## config.mk

```make
export PLATFORM = sky130hd
export DESIGN_NAME = pmr_ctrl
export DESIGN_NICKNAME = d
export VERILOG_FILES = /design/src/pmr_ctrl.v /design/src/pmr_master_clear_pin_filter.v
export VERILOG_INCLUDE_DIRS = /design/src /design/src/src
export SDC_FILE = /design/constraint.sdc
export NUM_CORES = 1
export LEC_CHECK = 0
export BUFFER_PORTS_ARGS = -buffer_cell sky130_fd_sc_hd__buf_2
export CAP_MARGIN = 10
export CORE_MARGIN = 1
export CORE_UTILIZATION = 60
export CTS_BUF_LIST = sky130_fd_sc_hd__clkbuf_8
export DETAILED_ROUTE_END_ITERATION = 12
export PLACE_DENSITY = 0.95
export RECOVER_POWER = 50
export SETUP_SLACK_MARGIN = 0.2
export SLEW_MARGIN = 20
export SYNTH_ARGS = -nofsm -noshare
export SYNTH_HDL_FRONTEND = slang
export SYNTH_HIERARCHICAL = 1
export SYNTH_SLANG_ARGS = --single-unit
```

## constraint.sdc

```tcl
create_clock -name ref_clk -period 6.3 [get_ports ref_clk]
set_input_delay 1.89 -clock ref_clk [delete_from_list [all_inputs] [get_ports ref_clk]]
set_output_delay 1.89 -clock ref_clk [all_outputs]
set_load 0.01 [all_outputs]
```

## src/pmr_map.vh

```
// Constants of the power mode and reset controller: register offsets,
// field positions, reset values and timing counts.
// Assumes a 100 MHz ref_clk and a 32-bit APB register port.
`ifndef PMR_MAP_VH
`define PMR_MAP_VH

// ****************************************************************
// Register offsets (byte addresses)
// ****************************************************************
`define PMR_ADDR_W 12
`define PMR_OFF_CTRL 12'h000
`define PMR_OFF_IRQ_EN 12'h004
`define PMR_OFF_STATUS 12'h008
`define PMR_OFF_RST 12'h00C

// ****************************************************************
// Control register fields
// ****************************************************************
`define PMR_CTL_IDLE 0
`define PMR_CTL_SCS_LO 1
`define PMR_CTL_SCS_HI 2
`define PMR_CTL_WDT_EN 3
`define PMR_CTL_FSCM_EN 4
`define PMR_CTL_GIE 5
`define PMR_CTL_EXTCLK 6
`define PMR_CTL_EXTPLL 7
`define PMR_CTL_PS_LO 8
`define PMR_CTL_PS_HI 11

// ****************************************************************
// Status and reset control fields
// ****************************************************************
`define PMR_ST_OSC_STARTUP_STATUS 0
`define PMR_ST_STATE_LO 1
`define PMR_ST_STATE_HI 2
`define PMR_ST_MASTER_CLEAR_PIN 3
`define PMR_ST_PRI_ON 4
`define PMR_ST_RC_ON 5
`define PMR_RST_POR 1
`define PMR_RST_WDTRST 2
`define PMR_RST_WDTWAKE 3

// ****************************************************************
// Clock source encodings and reset values
// ****************************************************************
`define PMR_SCS_PRI 2'h0
`define PMR_SCS_SEC 2'h1
`define PMR_SCS_INT 2'h2
`define PMR_SCS_RST 2'h0
`define PMR_PS_RST 4'h4
`define PMR_IRQ_EN_RST 8'h00

// ****************************************************************
// Timing counts
// ****************************************************************
`define PMR_CSD_CYCLES 16'h0040
`define PMR_OST_CYCLES 16'h0400
`define PMR_WDT_BASE 16'h1000
`define PMR_CLK_NS 10
`define PMR_MASTER_CLEAR_PIN_FILT_NS 200
`define PMR_MASTER_CLEAR_PIN_FILT_CYC ((`PMR_MASTER_CLEAR_PIN_FILT_NS + `PMR_CLK_NS - 1) / `PMR_CLK_NS)

`endif

```

## src/pmr_ctrl.v

```verilog
// Power mode and reset controller: run, sleep and idle modes, wake
// sequencing, watchdog, master clear and power-on status capture.
// Assumes CPU strobes and interrupt flags are on ref_clk; the master
// clear pin and clock-fail input are asynchronous. resetn is the
// power-on reset.
`timescale 1ns/100ps
`default_nettype none
`include "pmr_map.vh"

module pmr_ctrl #(
	parameter [15:0] CSD_CYCLES = `PMR_CSD_CYCLES,
	parameter [15:0] OST_CYCLES = `PMR_OST_CYCLES,
	parameter [15:0] WDT_BASE = `PMR_WDT_BASE
) (
	// Clock, reset, enable
	input wire ref_clk,
	input wire resetn,
	input wire clk_en,
	// APB slave
	input wire psel,
	input wire penable,
	input wire pwrite,
	input wire [11:0] paddr,
	input wire [31:0] pwdata,
	output reg [31:0] prdata,
	output wire pready,
	output wire pslverr,
	// CPU core and interrupt logic
	input wire sleep_instr,
	input wire watchdog_clear_instr,
	input wire [7:0] irq_flag,
	input wire clk_fail_in,
	// Clock and reset controls
	output wire cpu_clk_en,
	output wire periph_clk_en,
	output wire [1:0] cpu_clk_src,
	output wire primary_osc_en,
	output wire internal_rc_osc_en,
	output reg vector_branch,
	output reg resume_next,
	output wire core_reset_n,
	// Master clear pin (open drain)
	input wire master_clear_pin_n,
	output wire master_clear_pin_out,
	output wire master_clear_pin_oe
);

localparam [1:0] ST_RUN = 2'h0;
localparam [1:0] ST_SLEEP = 2'h1;
localparam [1:0] ST_IDLE = 2'h2;
localparam [1:0] ST_WAKE = 2'h3;

// ****************************************************************
// Decoding functions
// ****************************************************************
function addr_hit;
	input [11:0] a;
	begin
		addr_hit = (a == `PMR_OFF_CTRL) || (a == `PMR_OFF_IRQ_EN) ||
			(a == `PMR_OFF_STATUS) || (a == `PMR_OFF_RST);
	end
endfunction

function [15:0] post_limit;
	input [3:0] sel;
	begin
		post_limit = (16'h0001 << sel) - 16'h0001;
	end
endfunction

// ****************************************************************
// State
// ****************************************************************
reg idle_on_sleep_reg;
reg [1:0] sys_clock_select_reg;
reg wdt_en_reg;
reg fscm_en_reg;
reg global_irq_enable_reg;
reg ext_clk_reg;
reg ext_pll_reg;
reg [3:0] ps_sel_reg;
reg [7:0] irq_en_reg;
reg por_n_reg;
reg wdt_rst_flag_reg;
reg wdt_wake_flag_reg;
reg osc_startup_status_reg;
reg [1:0] state_reg;
reg [15:0] csd_cnt_reg;
reg [15:0] ost_cnt_reg;
reg [15:0] wdt_cnt_reg;
reg [15:0] wdt_post_reg;
reg wake_irq_reg;
reg wdt_rst_reg;
reg fail1_reg;
reg fail2_reg;
reg fail3_reg;
wire master_clear_pin_hold;

// ****************************************************************
// Master clear filter
// ****************************************************************
pmr_master_clear_pin_filter u_master_clear_pin (
	.ref_clk(ref_clk),
	.resetn(resetn),
	.clk_en(clk_en),
	.master_clear_pin_n(master_clear_pin_n),
	.master_clear_pin_hold(master_clear_pin_hold)
);

// ****************************************************************
// Combinational decode
// ****************************************************************
wire acc = psel & penable;
wire wr = acc & pwrite & addr_hit(paddr);
wire wr_ctrl = wr & (paddr == `PMR_OFF_CTRL);
wire wr_irq = wr & (paddr == `PMR_OFF_IRQ_EN);
wire wr_rst = wr & (paddr == `PMR_OFF_RST);
wire low_pwr = (state_reg == ST_SLEEP) | (state_reg == ST_IDLE);
wire irq_wake = |(irq_flag & irq_en_reg);
wire fail_rise = fail2_reg & ~fail3_reg;
wire wdt_roll = wdt_en_reg & (wdt_cnt_reg == WDT_BASE - 16'h0001);
wire wdt_to = wdt_roll & (wdt_post_reg == post_limit(ps_sel_reg));
wire wdt_clr = (sleep_instr & (state_reg == ST_RUN)) | watchdog_clear_instr |
	(fscm_en_reg & fail_rise) | ~wdt_en_reg;
wire scs_int = sys_clock_select_reg[1];
wire ost_skip = ext_clk_reg | ext_pll_reg;
wire csd_done = (csd_cnt_reg >= CSD_CYCLES - 16'h0001);

// APB answers at once
assign pready = 1'b1;
assign pslverr = acc & ~addr_hit(paddr);

// ****************************************************************
// Clock and reset outputs
// ****************************************************************
// Primary is off when internal RC is selected or in sleep
assign primary_osc_en = (sys_clock_select_reg == `PMR_SCS_PRI) &
	(state_reg != ST_SLEEP) & ~master_clear_pin_hold;
// Until the primary is stable the CPU runs from the internal RC
assign cpu_clk_src = (scs_int | ((sys_clock_select_reg == `PMR_SCS_PRI) &
	~osc_startup_status_reg)) ? `PMR_SCS_INT : sys_clock_select_reg;
// CPU halted in idle, peripherals keep their clock
assign cpu_clk_en = (state_reg == ST_RUN) & ~master_clear_pin_hold;
assign periph_clk_en = (state_reg != ST_SLEEP) & ~master_clear_pin_hold;
assign internal_rc_osc_en = wdt_en_reg | fscm_en_reg |
	((cpu_clk_src == `PMR_SCS_INT) & (state_reg != ST_SLEEP));
assign core_reset_n = ~(master_clear_pin_hold | wdt_rst_reg);
// Pin is input only, never pulled low from inside
assign master_clear_pin_out = 1'b0;
assign master_clear_pin_oe = 1'b0;

// ****************************************************************
// Clock-fail synchroniser
// ****************************************************************
always @(posedge ref_clk) begin
	if (!resetn) begin
		fail1_reg <= 1'b0;
		fail2_reg <= 1'b0;
		fail3_reg <= 1'b0;
	end else if (clk_en) begin
		fail1_reg <= clk_fail_in;
		fail2_reg <= fail1_reg;
		fail3_reg <= fail2_reg;
	end
end

// ****************************************************************
// Software registers
// ****************************************************************
always @(posedge ref_clk) begin
	if (!resetn) begin
		idle_on_sleep_reg <= 1'b0;
		sys_clock_select_reg <= `PMR_SCS_RST;
		wdt_en_reg <= 1'b0;
		fscm_en_reg <= 1'b0;
		global_irq_enable_reg <= 1'b0;
		ext_clk_reg <= 1'b0;
		ext_pll_reg <= 1'b0;
		ps_sel_reg <= `PMR_PS_RST;
		irq_en_reg <= `PMR_IRQ_EN_RST;
		por_n_reg <= 1'b0; // Power-on clears it
		wdt_rst_flag_reg <= 1'b0;
		wdt_wake_flag_reg <= 1'b0;
	end else if (clk_en) begin
		// Control fields; a wake never writes them
		if (wr_ctrl) begin
			idle_on_sleep_reg <= pwdata[`PMR_CTL_IDLE];
			sys_clock_select_reg <= pwdata[`PMR_CTL_SCS_HI:`PMR_CTL_SCS_LO];
			wdt_en_reg <= pwdata[`PMR_CTL_WDT_EN];
			fscm_en_reg <= pwdata[`PMR_CTL_FSCM_EN];
			global_irq_enable_reg <= pwdata[`PMR_CTL_GIE];
			ext_clk_reg <= pwdata[`PMR_CTL_EXTCLK];
			ext_pll_reg <= pwdata[`PMR_CTL_EXTPLL];
			ps_sel_reg <= pwdata[`PMR_CTL_PS_HI:`PMR_CTL_PS_LO];
		end
		// Reset out of sleep or idle forces internal RC
		if (master_clear_pin_hold & low_pwr)
			sys_clock_select_reg <= `PMR_SCS_INT;
		if (wr_irq)
			irq_en_reg <= pwdata[7:0];
		// Only software sets the power-on bit
		if (wr_rst)
			por_n_reg <= pwdata[`PMR_RST_POR];
		// Sticky flags, write one to clear, set wins
		if (wdt_to & (state_reg == ST_RUN))
			wdt_rst_flag_reg <= 1'b1;
		else if (wr_rst & pwdata[`PMR_RST_WDTRST])
			wdt_rst_flag_reg <= 1'b0;
		if (wdt_to & low_pwr)
			wdt_wake_flag_reg <= 1'b1;
		else if (wr_rst & pwdata[`PMR_RST_WDTWAKE])
			wdt_wake_flag_reg <= 1'b0;
	end
end

// ****************************************************************
// Read data, captured in the setup phase
// ****************************************************************
always @(posedge ref_clk) begin
	if (!resetn) begin
		prdata <= 32'h00000000;
	end else if (clk_en & psel & ~penable) begin
		prdata <= 32'h00000000;
		case (paddr)
		`PMR_OFF_CTRL: begin
			prdata[`PMR_CTL_IDLE] <= idle_on_sleep_reg;
			prdata[`PMR_CTL_SCS_HI:`PMR_CTL_SCS_LO] <= sys_clock_select_reg;
			prdata[`PMR_CTL_WDT_EN] <= wdt_en_reg;
			prdata[`PMR_CTL_FSCM_EN] <= fscm_en_reg;
			prdata[`PMR_CTL_GIE] <= global_irq_enable_reg;
			prdata[`PMR_CTL_EXTCLK] <= ext_clk_reg;
			prdata[`PMR_CTL_EXTPLL] <= ext_pll_reg;
			prdata[`PMR_CTL_PS_HI:`PMR_CTL_PS_LO] <= ps_sel_reg;
		end
		`PMR_OFF_IRQ_EN: begin
			prdata[7:0] <= irq_en_reg;
		end
		`PMR_OFF_STATUS: begin
			prdata[`PMR_ST_OSC_STARTUP_STATUS] <= osc_startup_status_reg;
			prdata[`PMR_ST_STATE_HI:`PMR_ST_STATE_LO] <= state_reg;
			prdata[`PMR_ST_MASTER_CLEAR_PIN] <= master_clear_pin_hold;
			prdata[`PMR_ST_PRI_ON] <= primary_osc_en;
			prdata[`PMR_ST_RC_ON] <= internal_rc_osc_en;
		end
		`PMR_OFF_RST: begin
			prdata[`PMR_RST_POR] <= por_n_reg;
			prdata[`PMR_RST_WDTRST] <= wdt_rst_flag_reg;
			prdata[`PMR_RST_WDTWAKE] <= wdt_wake_flag_reg;
		end
		default: begin
			prdata <= 32'h00000000;
		end
		endcase
	end
end

// ****************************************************************
// Oscillator start-up timer
// ****************************************************************
always @(posedge ref_clk) begin
	if (!resetn) begin
		osc_startup_status_reg <= 1'b0;
		ost_cnt_reg <= 16'h0000;
	end else if (clk_en) begin
		if (!primary_osc_en) begin
			osc_startup_status_reg <= 1'b0;
			ost_cnt_reg <= 16'h0000;
		end else if (ost_skip) begin
			osc_startup_status_reg <= 1'b1;
		end else if (!osc_startup_status_reg) begin
			if (ost_cnt_reg == OST_CYCLES - 16'h0001)
				osc_startup_status_reg <= 1'b1;
			else
				ost_cnt_reg <= ost_cnt_reg + 16'h0001;
		end
	end
end

// ****************************************************************
// Watchdog counter and postscaler
// ****************************************************************
always @(posedge ref_clk) begin
	if (!resetn) begin
		wdt_cnt_reg <= 16'h0000;
		wdt_post_reg <= 16'h0000;
	end else if (clk_en) begin
		if (wdt_clr | master_clear_pin_hold | wdt_to) begin
			wdt_cnt_reg <= 16'h0000;
			wdt_post_reg <= 16'h0000;
		end else if (wdt_roll) begin
			wdt_cnt_reg <= 16'h0000;
			wdt_post_reg <= wdt_post_reg + 16'h0001;
		end else begin
			wdt_cnt_reg <= wdt_cnt_reg + 16'h0001;
		end
	end
end

// ****************************************************************
// Power mode state machine
// ****************************************************************
always @(posedge ref_clk) begin
	if (!resetn) begin
		state_reg <= ST_RUN;
		csd_cnt_reg <= 16'h0000;
		wake_irq_reg <= 1'b0;
		vector_branch <= 1'b0;
		resume_next <= 1'b0;
		wdt_rst_reg <= 1'b0;
	end else if (clk_en) begin
		vector_branch <= 1'b0;
		resume_next <= 1'b0;
		wdt_rst_reg <= 1'b0;
		if (master_clear_pin_hold) begin
			state_reg <= ST_RUN;
			csd_cnt_reg <= 16'h0000;
		end else begin
			case (state_reg)
			ST_RUN: begin
				if (wdt_to)
					wdt_rst_reg <= 1'b1;
				else if (sleep_instr)
					state_reg <= idle_on_sleep_reg ? ST_IDLE : ST_SLEEP;
			end
			ST_SLEEP, ST_IDLE: begin
				// Only interrupt, time-out or master clear leave here
				if (irq_wake | wdt_to) begin
					state_reg <= ST_WAKE;
					csd_cnt_reg <= 16'h0000;
					wake_irq_reg <= irq_wake;
				end
			end
			ST_WAKE: begin
				// Fixed start delay before execution
				if (csd_done) begin
					state_reg <= ST_RUN;
					vector_branch <= wake_irq_reg & global_irq_enable_reg;
					resume_next <= ~(wake_irq_reg & global_irq_enable_reg);
				end else begin
					csd_cnt_reg <= csd_cnt_reg + 16'h0001;
				end
			end
			default: begin
				state_reg <= ST_RUN;
			end
			endcase
		end
	end
end

endmodule // pmr_ctrl
`default_nettype wire

```

## src/pmr_master_clear_pin_filter.v

```verilog
// Synchroniser and noise filter for the master clear pin.
// Assumes the pin is asynchronous to ref_clk and active low.
`timescale 1ns/100ps
`default_nettype none
`include "pmr_map.vh"

module pmr_master_clear_pin_filter (
	// Clock, reset, enable
	input wire ref_clk,
	input wire resetn,
	input wire clk_en,
	// Pin and filtered result
	input wire master_clear_pin_n,
	output reg master_clear_pin_hold
);

localparam [31:0] FILT_CYC_W = `PMR_MASTER_CLEAR_PIN_FILT_CYC;
localparam [7:0] FILT_CYC = FILT_CYC_W[7:0];

reg sync1_reg;
reg sync2_reg;
reg [7:0] cnt_reg;

// ****************************************************************
// Two-stage synchroniser, then a stability counter
// ****************************************************************
always @(posedge ref_clk) begin
	if (!resetn) begin
		sync1_reg <= 1'b1;
		sync2_reg <= 1'b1;
		cnt_reg <= 8'h00;
		master_clear_pin_hold <= 1'b0;
	end else if (clk_en) begin
		sync1_reg <= master_clear_pin_n;
		sync2_reg <= sync1_reg;
		// Level must differ from the held state for the whole window
		if (sync2_reg == master_clear_pin_hold) begin
			if (cnt_reg == FILT_CYC - 8'h01) begin
				master_clear_pin_hold <= ~sync2_reg;
				cnt_reg <= 8'h00;
			end else begin
				cnt_reg <= cnt_reg + 8'h01;
			end
		end else begin
			cnt_reg <= 8'h00; // Short pulse dropped
		end
	end
end

endmodule // pmr_master_clear_pin_filter
`default_nettype wire

```

# Word-level counts from Yosys, hierarchy flattened
# Cells that the tools add are included.
# classes
add_sub_neg,6
order_cmp,1
n_eq_ne,21
shift,1
muxes,46
bitwise_logic,48
n_reduce_logical,25
# op_table
operator,n
two-way mux 16 bit,11
adder 16 x 1 -> 16 bit (second input constant),4
case mux 16 bit (2 select lines),1
bitwise AND 1 bit,26
== test 12 x 4 -> 1 bit (second input constant),2
two-way mux 2 bit,9
two-way mux 1 bit,17
== test 16 x 10 -> 1 bit (second input constant),1
== test 16 x 12 -> 1 bit (second input constant),1
== test 16 bit,1
>= comparator 16 x 6 -> 1 bit (second input constant),1
two-way mux 8 bit,2
<< shifter 1 x 4 -> 16 bit (first input constant),1
subtractor 16 x 1 -> 16 bit (second input constant),1
inequality test 3 x 2 -> 1 bit (second input constant),5
AND reduction 2 bit,7
== test 12 x 3 -> 1 bit (second input constant),1
logical NOT 12 bit,1
OR 1 bit,12
case mux 2 bit (3 select lines),2
case mux 3 bit (4 select lines),1
AND reduction 4 bit,3
inverter 1 bit,9
adder 8 x 1 -> 8 bit (second input constant),1
18 further kinds,28
# totals
ff_bits,120
input_bits,62
output_inout_bits,45
word_cells,178

# Logic depth before layout (Yosys ltp)
# logic_depth
depth_word,9
ltp_mapped,15
depth_no_buf,11

# Cells and area by module
# Netlist, hierarchy kept.
# modules_own_cells
mod,n_inst,cells_per_inst,area_per_inst_um2,seq_area_each_um2
pmr_ctrl,1,707,5945.7,2182.1
pmr_master_clear_pin_filter,1,63,583.1,220.2

# Worst setup path after synthesis
# No wires, ideal clock.
# synth_path
kind,input-to-output
start,input port paddr[7]
end,output port pslverr
t_arrival_ps,2665
required_time_ps,4410
slack_ps,1745
cell_stages,3
path_buffers,0
cell_sequence,nor4_1 -> nand3_1 -> and3_1
# synth_between
elab_chain_len,6
word_cells_on_any_way,9
cone_classes,eq/ne: 3; bitwise: 2; reduce/logical: 4
# synth_lines
item,line,text
from (decl),pmr_ctrl.v:23,"input wire [11:0] paddr,"
== test 12 x 3 -> 1 bit or logical NOT 12 bit (tied branches),-,
logical OR 1 bit (2 in a row),pmr_ctrl.v:59,addr_hit = (a == `PMR_OFF_CTRL) || (a == `PMR_OFF_IRQ_EN) ||
logical OR 1 bit *,pmr_ctrl.v:59,
inverter 1 bit *,pmr_ctrl.v:131,assign pslverr = acc & ~addr_hit(paddr);
bitwise AND 1 bit *,pmr_ctrl.v:131,
to (decl),pmr_ctrl.v:27,"output wire pslverr,"
# Every way passes the cells marked *; elsewhere a longest branch is shown, timed or not.

# Worst setup path in the final report
# layout_path
start,input port clk_en
end,register ost_cnt_reg[15]
# layout_between
elab_chain_len,1
# layout_lines
item,line,text
from (decl),pmr_ctrl.v:18,"input wire clk_en,"
AND reduction 4 bit (no line),-,
to (signal assigned),pmr_ctrl.v:274,ost_cnt_reg <= ost_cnt_reg + 16'h0001;
to (decl),pmr_ctrl.v:89,reg [15:0] ost_cnt_reg;
# Every way passes these cells.
# A chain may end at the register's enable or synchronous reset.

==> summary.txt <==
Timing
  • Final Hold Fails: 0
  • RSZ-0062 raised after global routing: false
  • Crit share post-route: 82.5%
  • Worst Tran Pin Value: 1.60 ns
  • Hold WS: 0.482 ns
  • Fmax: 192 MHz
  • Max Slew Vio Count: 42
  • Final period demand of the worst path: 5.20 ns
  • Final Skew: 0.0107 ns
  • Setup Viol. Count Final: 0
  • Min setup slack post-route: 1.10 ns
  • Slew HR: -7.37%
  • Setup TNS: 0 ns

Synth
  • Synth Area in Adders: 1.92%
  • Post-Synthesis Cells: 770
  • Ys async rst share: 0%
  • Synth Area in Simple Gates: 27.6%
  • Largest family of logic cells by synthesized area: simple AND/OR/NAND/NOR gates
  • Mux contribution to synthesized area: 6.73%
  • Post-synth EDFFs: 0
  • Top FF cell, synth: dfxtp_1
  • Sequential share of the synthesized area: 36.8%
  • Post-synthesis compound-gate area fraction: 14.3%
  • Yosys cell types: 77
  • Avg Synthesized Cell Area: 8.48 um^2
  • Post-synthesis xor/xnor area fraction: 5.63%
  • #FFs+latches synth: 120
  • Mapped cell area: 6530 um^2
  • Yosys warning count: 6

Clock tree
  • Clock sinks: 120
  • Hold Buf Count CTS: 0
  • CTS clock-pin slew for the worst setup and hold paths: 0.07 ns
  • CTS tree: yes
  • Post_cts resized: 0
  • Post-CTS Setup Inserts: 0
  • Worst-skew pair later-pin latency: 0.44 ns
  • Clock root cell: clkbuf_8
  • H-Tree Depth: 4
  • CTS Buf Count: 17
  • CTS Buffer Depth: 2

Setup path
  • Crit path launch type: input port
  • Max incr delay on CP: 1.14 ns
  • Critical path arrival: 5.49 ns
  • CP max stage cell: clkbuf_1
  • Kind of critical path: in -> reg
  • CP required: 6.59 ns
  • Cell mode on critical path: nor2_1
  • CP Capture Type: flip-flop
  • CP max FO: 32
  • Critical path cell sequence: clkbuf_1 > inv_1 > a211oi_1 > nor2_1 > nor4_1 > nand4_1 > xor2_1 > nor2_1

Routing
  • Vias: 6,080
  • M1 WL: 6490 um
  • Post-route antenna net violation count: 0
  • WL met3: 1390 um
  • Vias per cell: 6.29
  • Routed WL: 16,600 um
  • Max layer used: met4
  • WL per Instance: 17.2 um
  • Met2 routed WL: 7950 um
  • Number of DRC markers in iteration 0: 497
  • Drt pass-1 iters: 6
  • # DRC: 0

Global route
  • Antenna violations before repair: 1
  • Vias in the first global route: 5,711
  • Global route overflow: 0
  • Largest net degree at the start of global routing: 49
  • Gr usage total: 30.1%
  • First-pass GRT wire length: 26,900 um

Placement
  • Worst slack at placement: 1.32 ns
  • GP Congestion: 0.886
  • Number of port buffers: 63
  • DP Wirelength: 10,500 um
  • Area after DPL: 6750 um^2

Floorplan
  • Initial Util: 62.7%
  • Placeable Area: 10,400 um^2
  • Die H: 106 um
  • Std-Cell Rows: 37
  • Io pins: 107
  • Die area: 11,300 um^2
  • Floorplan die width: 106 um

Pwr
  • Pwr Density: 220 nW/um^2
  • VDD IR max: 0.169 mV
  • Lkg Pwr: 2.59 nW

Layout
  • Area growth syn-to-layout: 8.85%
  • Share of layout cells above drive strength 1: 11.8%
  • Fill count: 718
  • Design area: 7110 um^2
  • Total Nets Final: 888

Run
  • Max-cap violations: 2

Status
  • Status: complete, but fails checks
  • Violated checks: max-capacitance violations, max-slew violations

Worst hold path
  • Min-Delay Path Class: reg -> reg
[critical path, delay by kind of cell]
family                 cells  cell delay (ns)
XOR/XNOR                   1             0.17
AND/OR/NAND/NOR            4             1.04
AO/OA/AOI/OAI              1             0.65
buffers and inverters      2             1.72
[stage by stage]
step           utilization, %  power [W]  instances
2_1_floorplan               -   0.000852        791
5_1_grt                  68.2    0.00161        966
4_1_cts                  68.7    0.00157        965
6_report                 68.2    0.00157        966
3_3_place_gp             64.8   0.000870        933
3_5_place_dp             64.8   0.000873        933
[cell usage in the layout, fill, tap and decap left out, drive strengths merged, types with 8 or more instances in the layout]
| master | instances |
|---|---|
| dfxtp | 120 |
| nor2 | 106 |
| nand2 | 63 |
| buf | 44 |
| clkbuf | 41 |
| mux2i | 36 |
| a21oi | 31 |
| nand3 | 26 |
| xor2 | 26 |
| conb | 23 |
| and3 | 23 |
| inv | 22 |
| o21ai | 21 |
| nand4 | 19 |
| nor4 | 17 |
| xnor2 | 16 |
| nor3 | 13 |
| a22oi | 12 |
| or3 | 11 |
| a31oi | 11 |
| o21a | 10 |
| ha | 10 |
| and2 | 10 |
| nand2b | 8 |
| clkinv | 8 |
[metal layers]
layer / up-vias / GRT usage (%)
met1: 2802 / 35.4
li1: 2816 / -
met5: - / 0
met2: 384 / 49.1
met4: 0 / 20.0
met3: 78 / 6.74
[Yosys cell counts, types with 12 or more instances]
| cell | number | area, um^2 |
|---|---|---|
| o21ai_0 | 16 | 80.1 |
| mux2i_1 | 36 | 360 |
| dfxtp_1 | 120 | 2400 |
| nor4_1 | 15 | 93.8 |
| a21oi_1 | 31 | 155 |
| clkbuf_1 | 19 | 71.3 |
| xnor2_1 | 16 | 140 |
| inv_1 | 20 | 75.1 |
| buf_4 | 26 | 195 |
| a22oi_1 | 12 | 90.1 |
| xor2_1 | 26 | 228 |
| nor2_1 | 106 | 398 |
| nand3_1 | 26 | 130 |
| nand4_1 | 18 | 113 |
| nand2_1 | 62 | 233 |
| and3_1 | 22 | 138 |
[cell type report]
| type | instances | area, um^2 | area share, % |
|---|---|---|---|
| flip-flops and latches | 120 | 2400 | 33.8 |
| clock inverters | 13 | 146 | 2.06 |
| clock buffers | 19 | 262 | 3.68 |
| inverters | 21 | 78.8 | 1.11 |
| repair buffers | 66 | 308 | 4.33 |
| diodes | 1 | 2.50 | 0.0352 |
| multi-input cells | 590 | 3740 | 52.6 |
| well taps | 136 | 170 | 2.39 |
[path summary, 6_finish.rpt]
kind	startpoint	endpoint	slack, ns	depth (start not counted)
worst max-delay path	clk_en	ost_cnt_reg[15]	1.10	8
worst min-delay path	csd_cnt_reg[1]	csd_cnt_reg[1]	0.48	2
worst max register to register	ps_sel_reg[2]	csd_cnt_reg[14]	1.79	11
worst min register to register	csd_cnt_reg[1]	csd_cnt_reg[1]	0.48	2
[cells by family after synthesis]
logic type,count (synthesis)
xor gates and xnor gates,42
AOI/OAI and AO/OA,135
other,2
DFF,120
and+or+nand+nor,340
adders and majority gates,10
buffers and inverters,81
muxes,40
[power by group]
group | switching [W] | internal (W)
Combinational | 0.0000640 | 0.0000284
Sequential | 0.00000400 | 0.000762
Clock | 0.000333 | 0.000375
Total | 0.000401 | 0.00117
No activity file was read; power rests on OpenSTA's default activity.
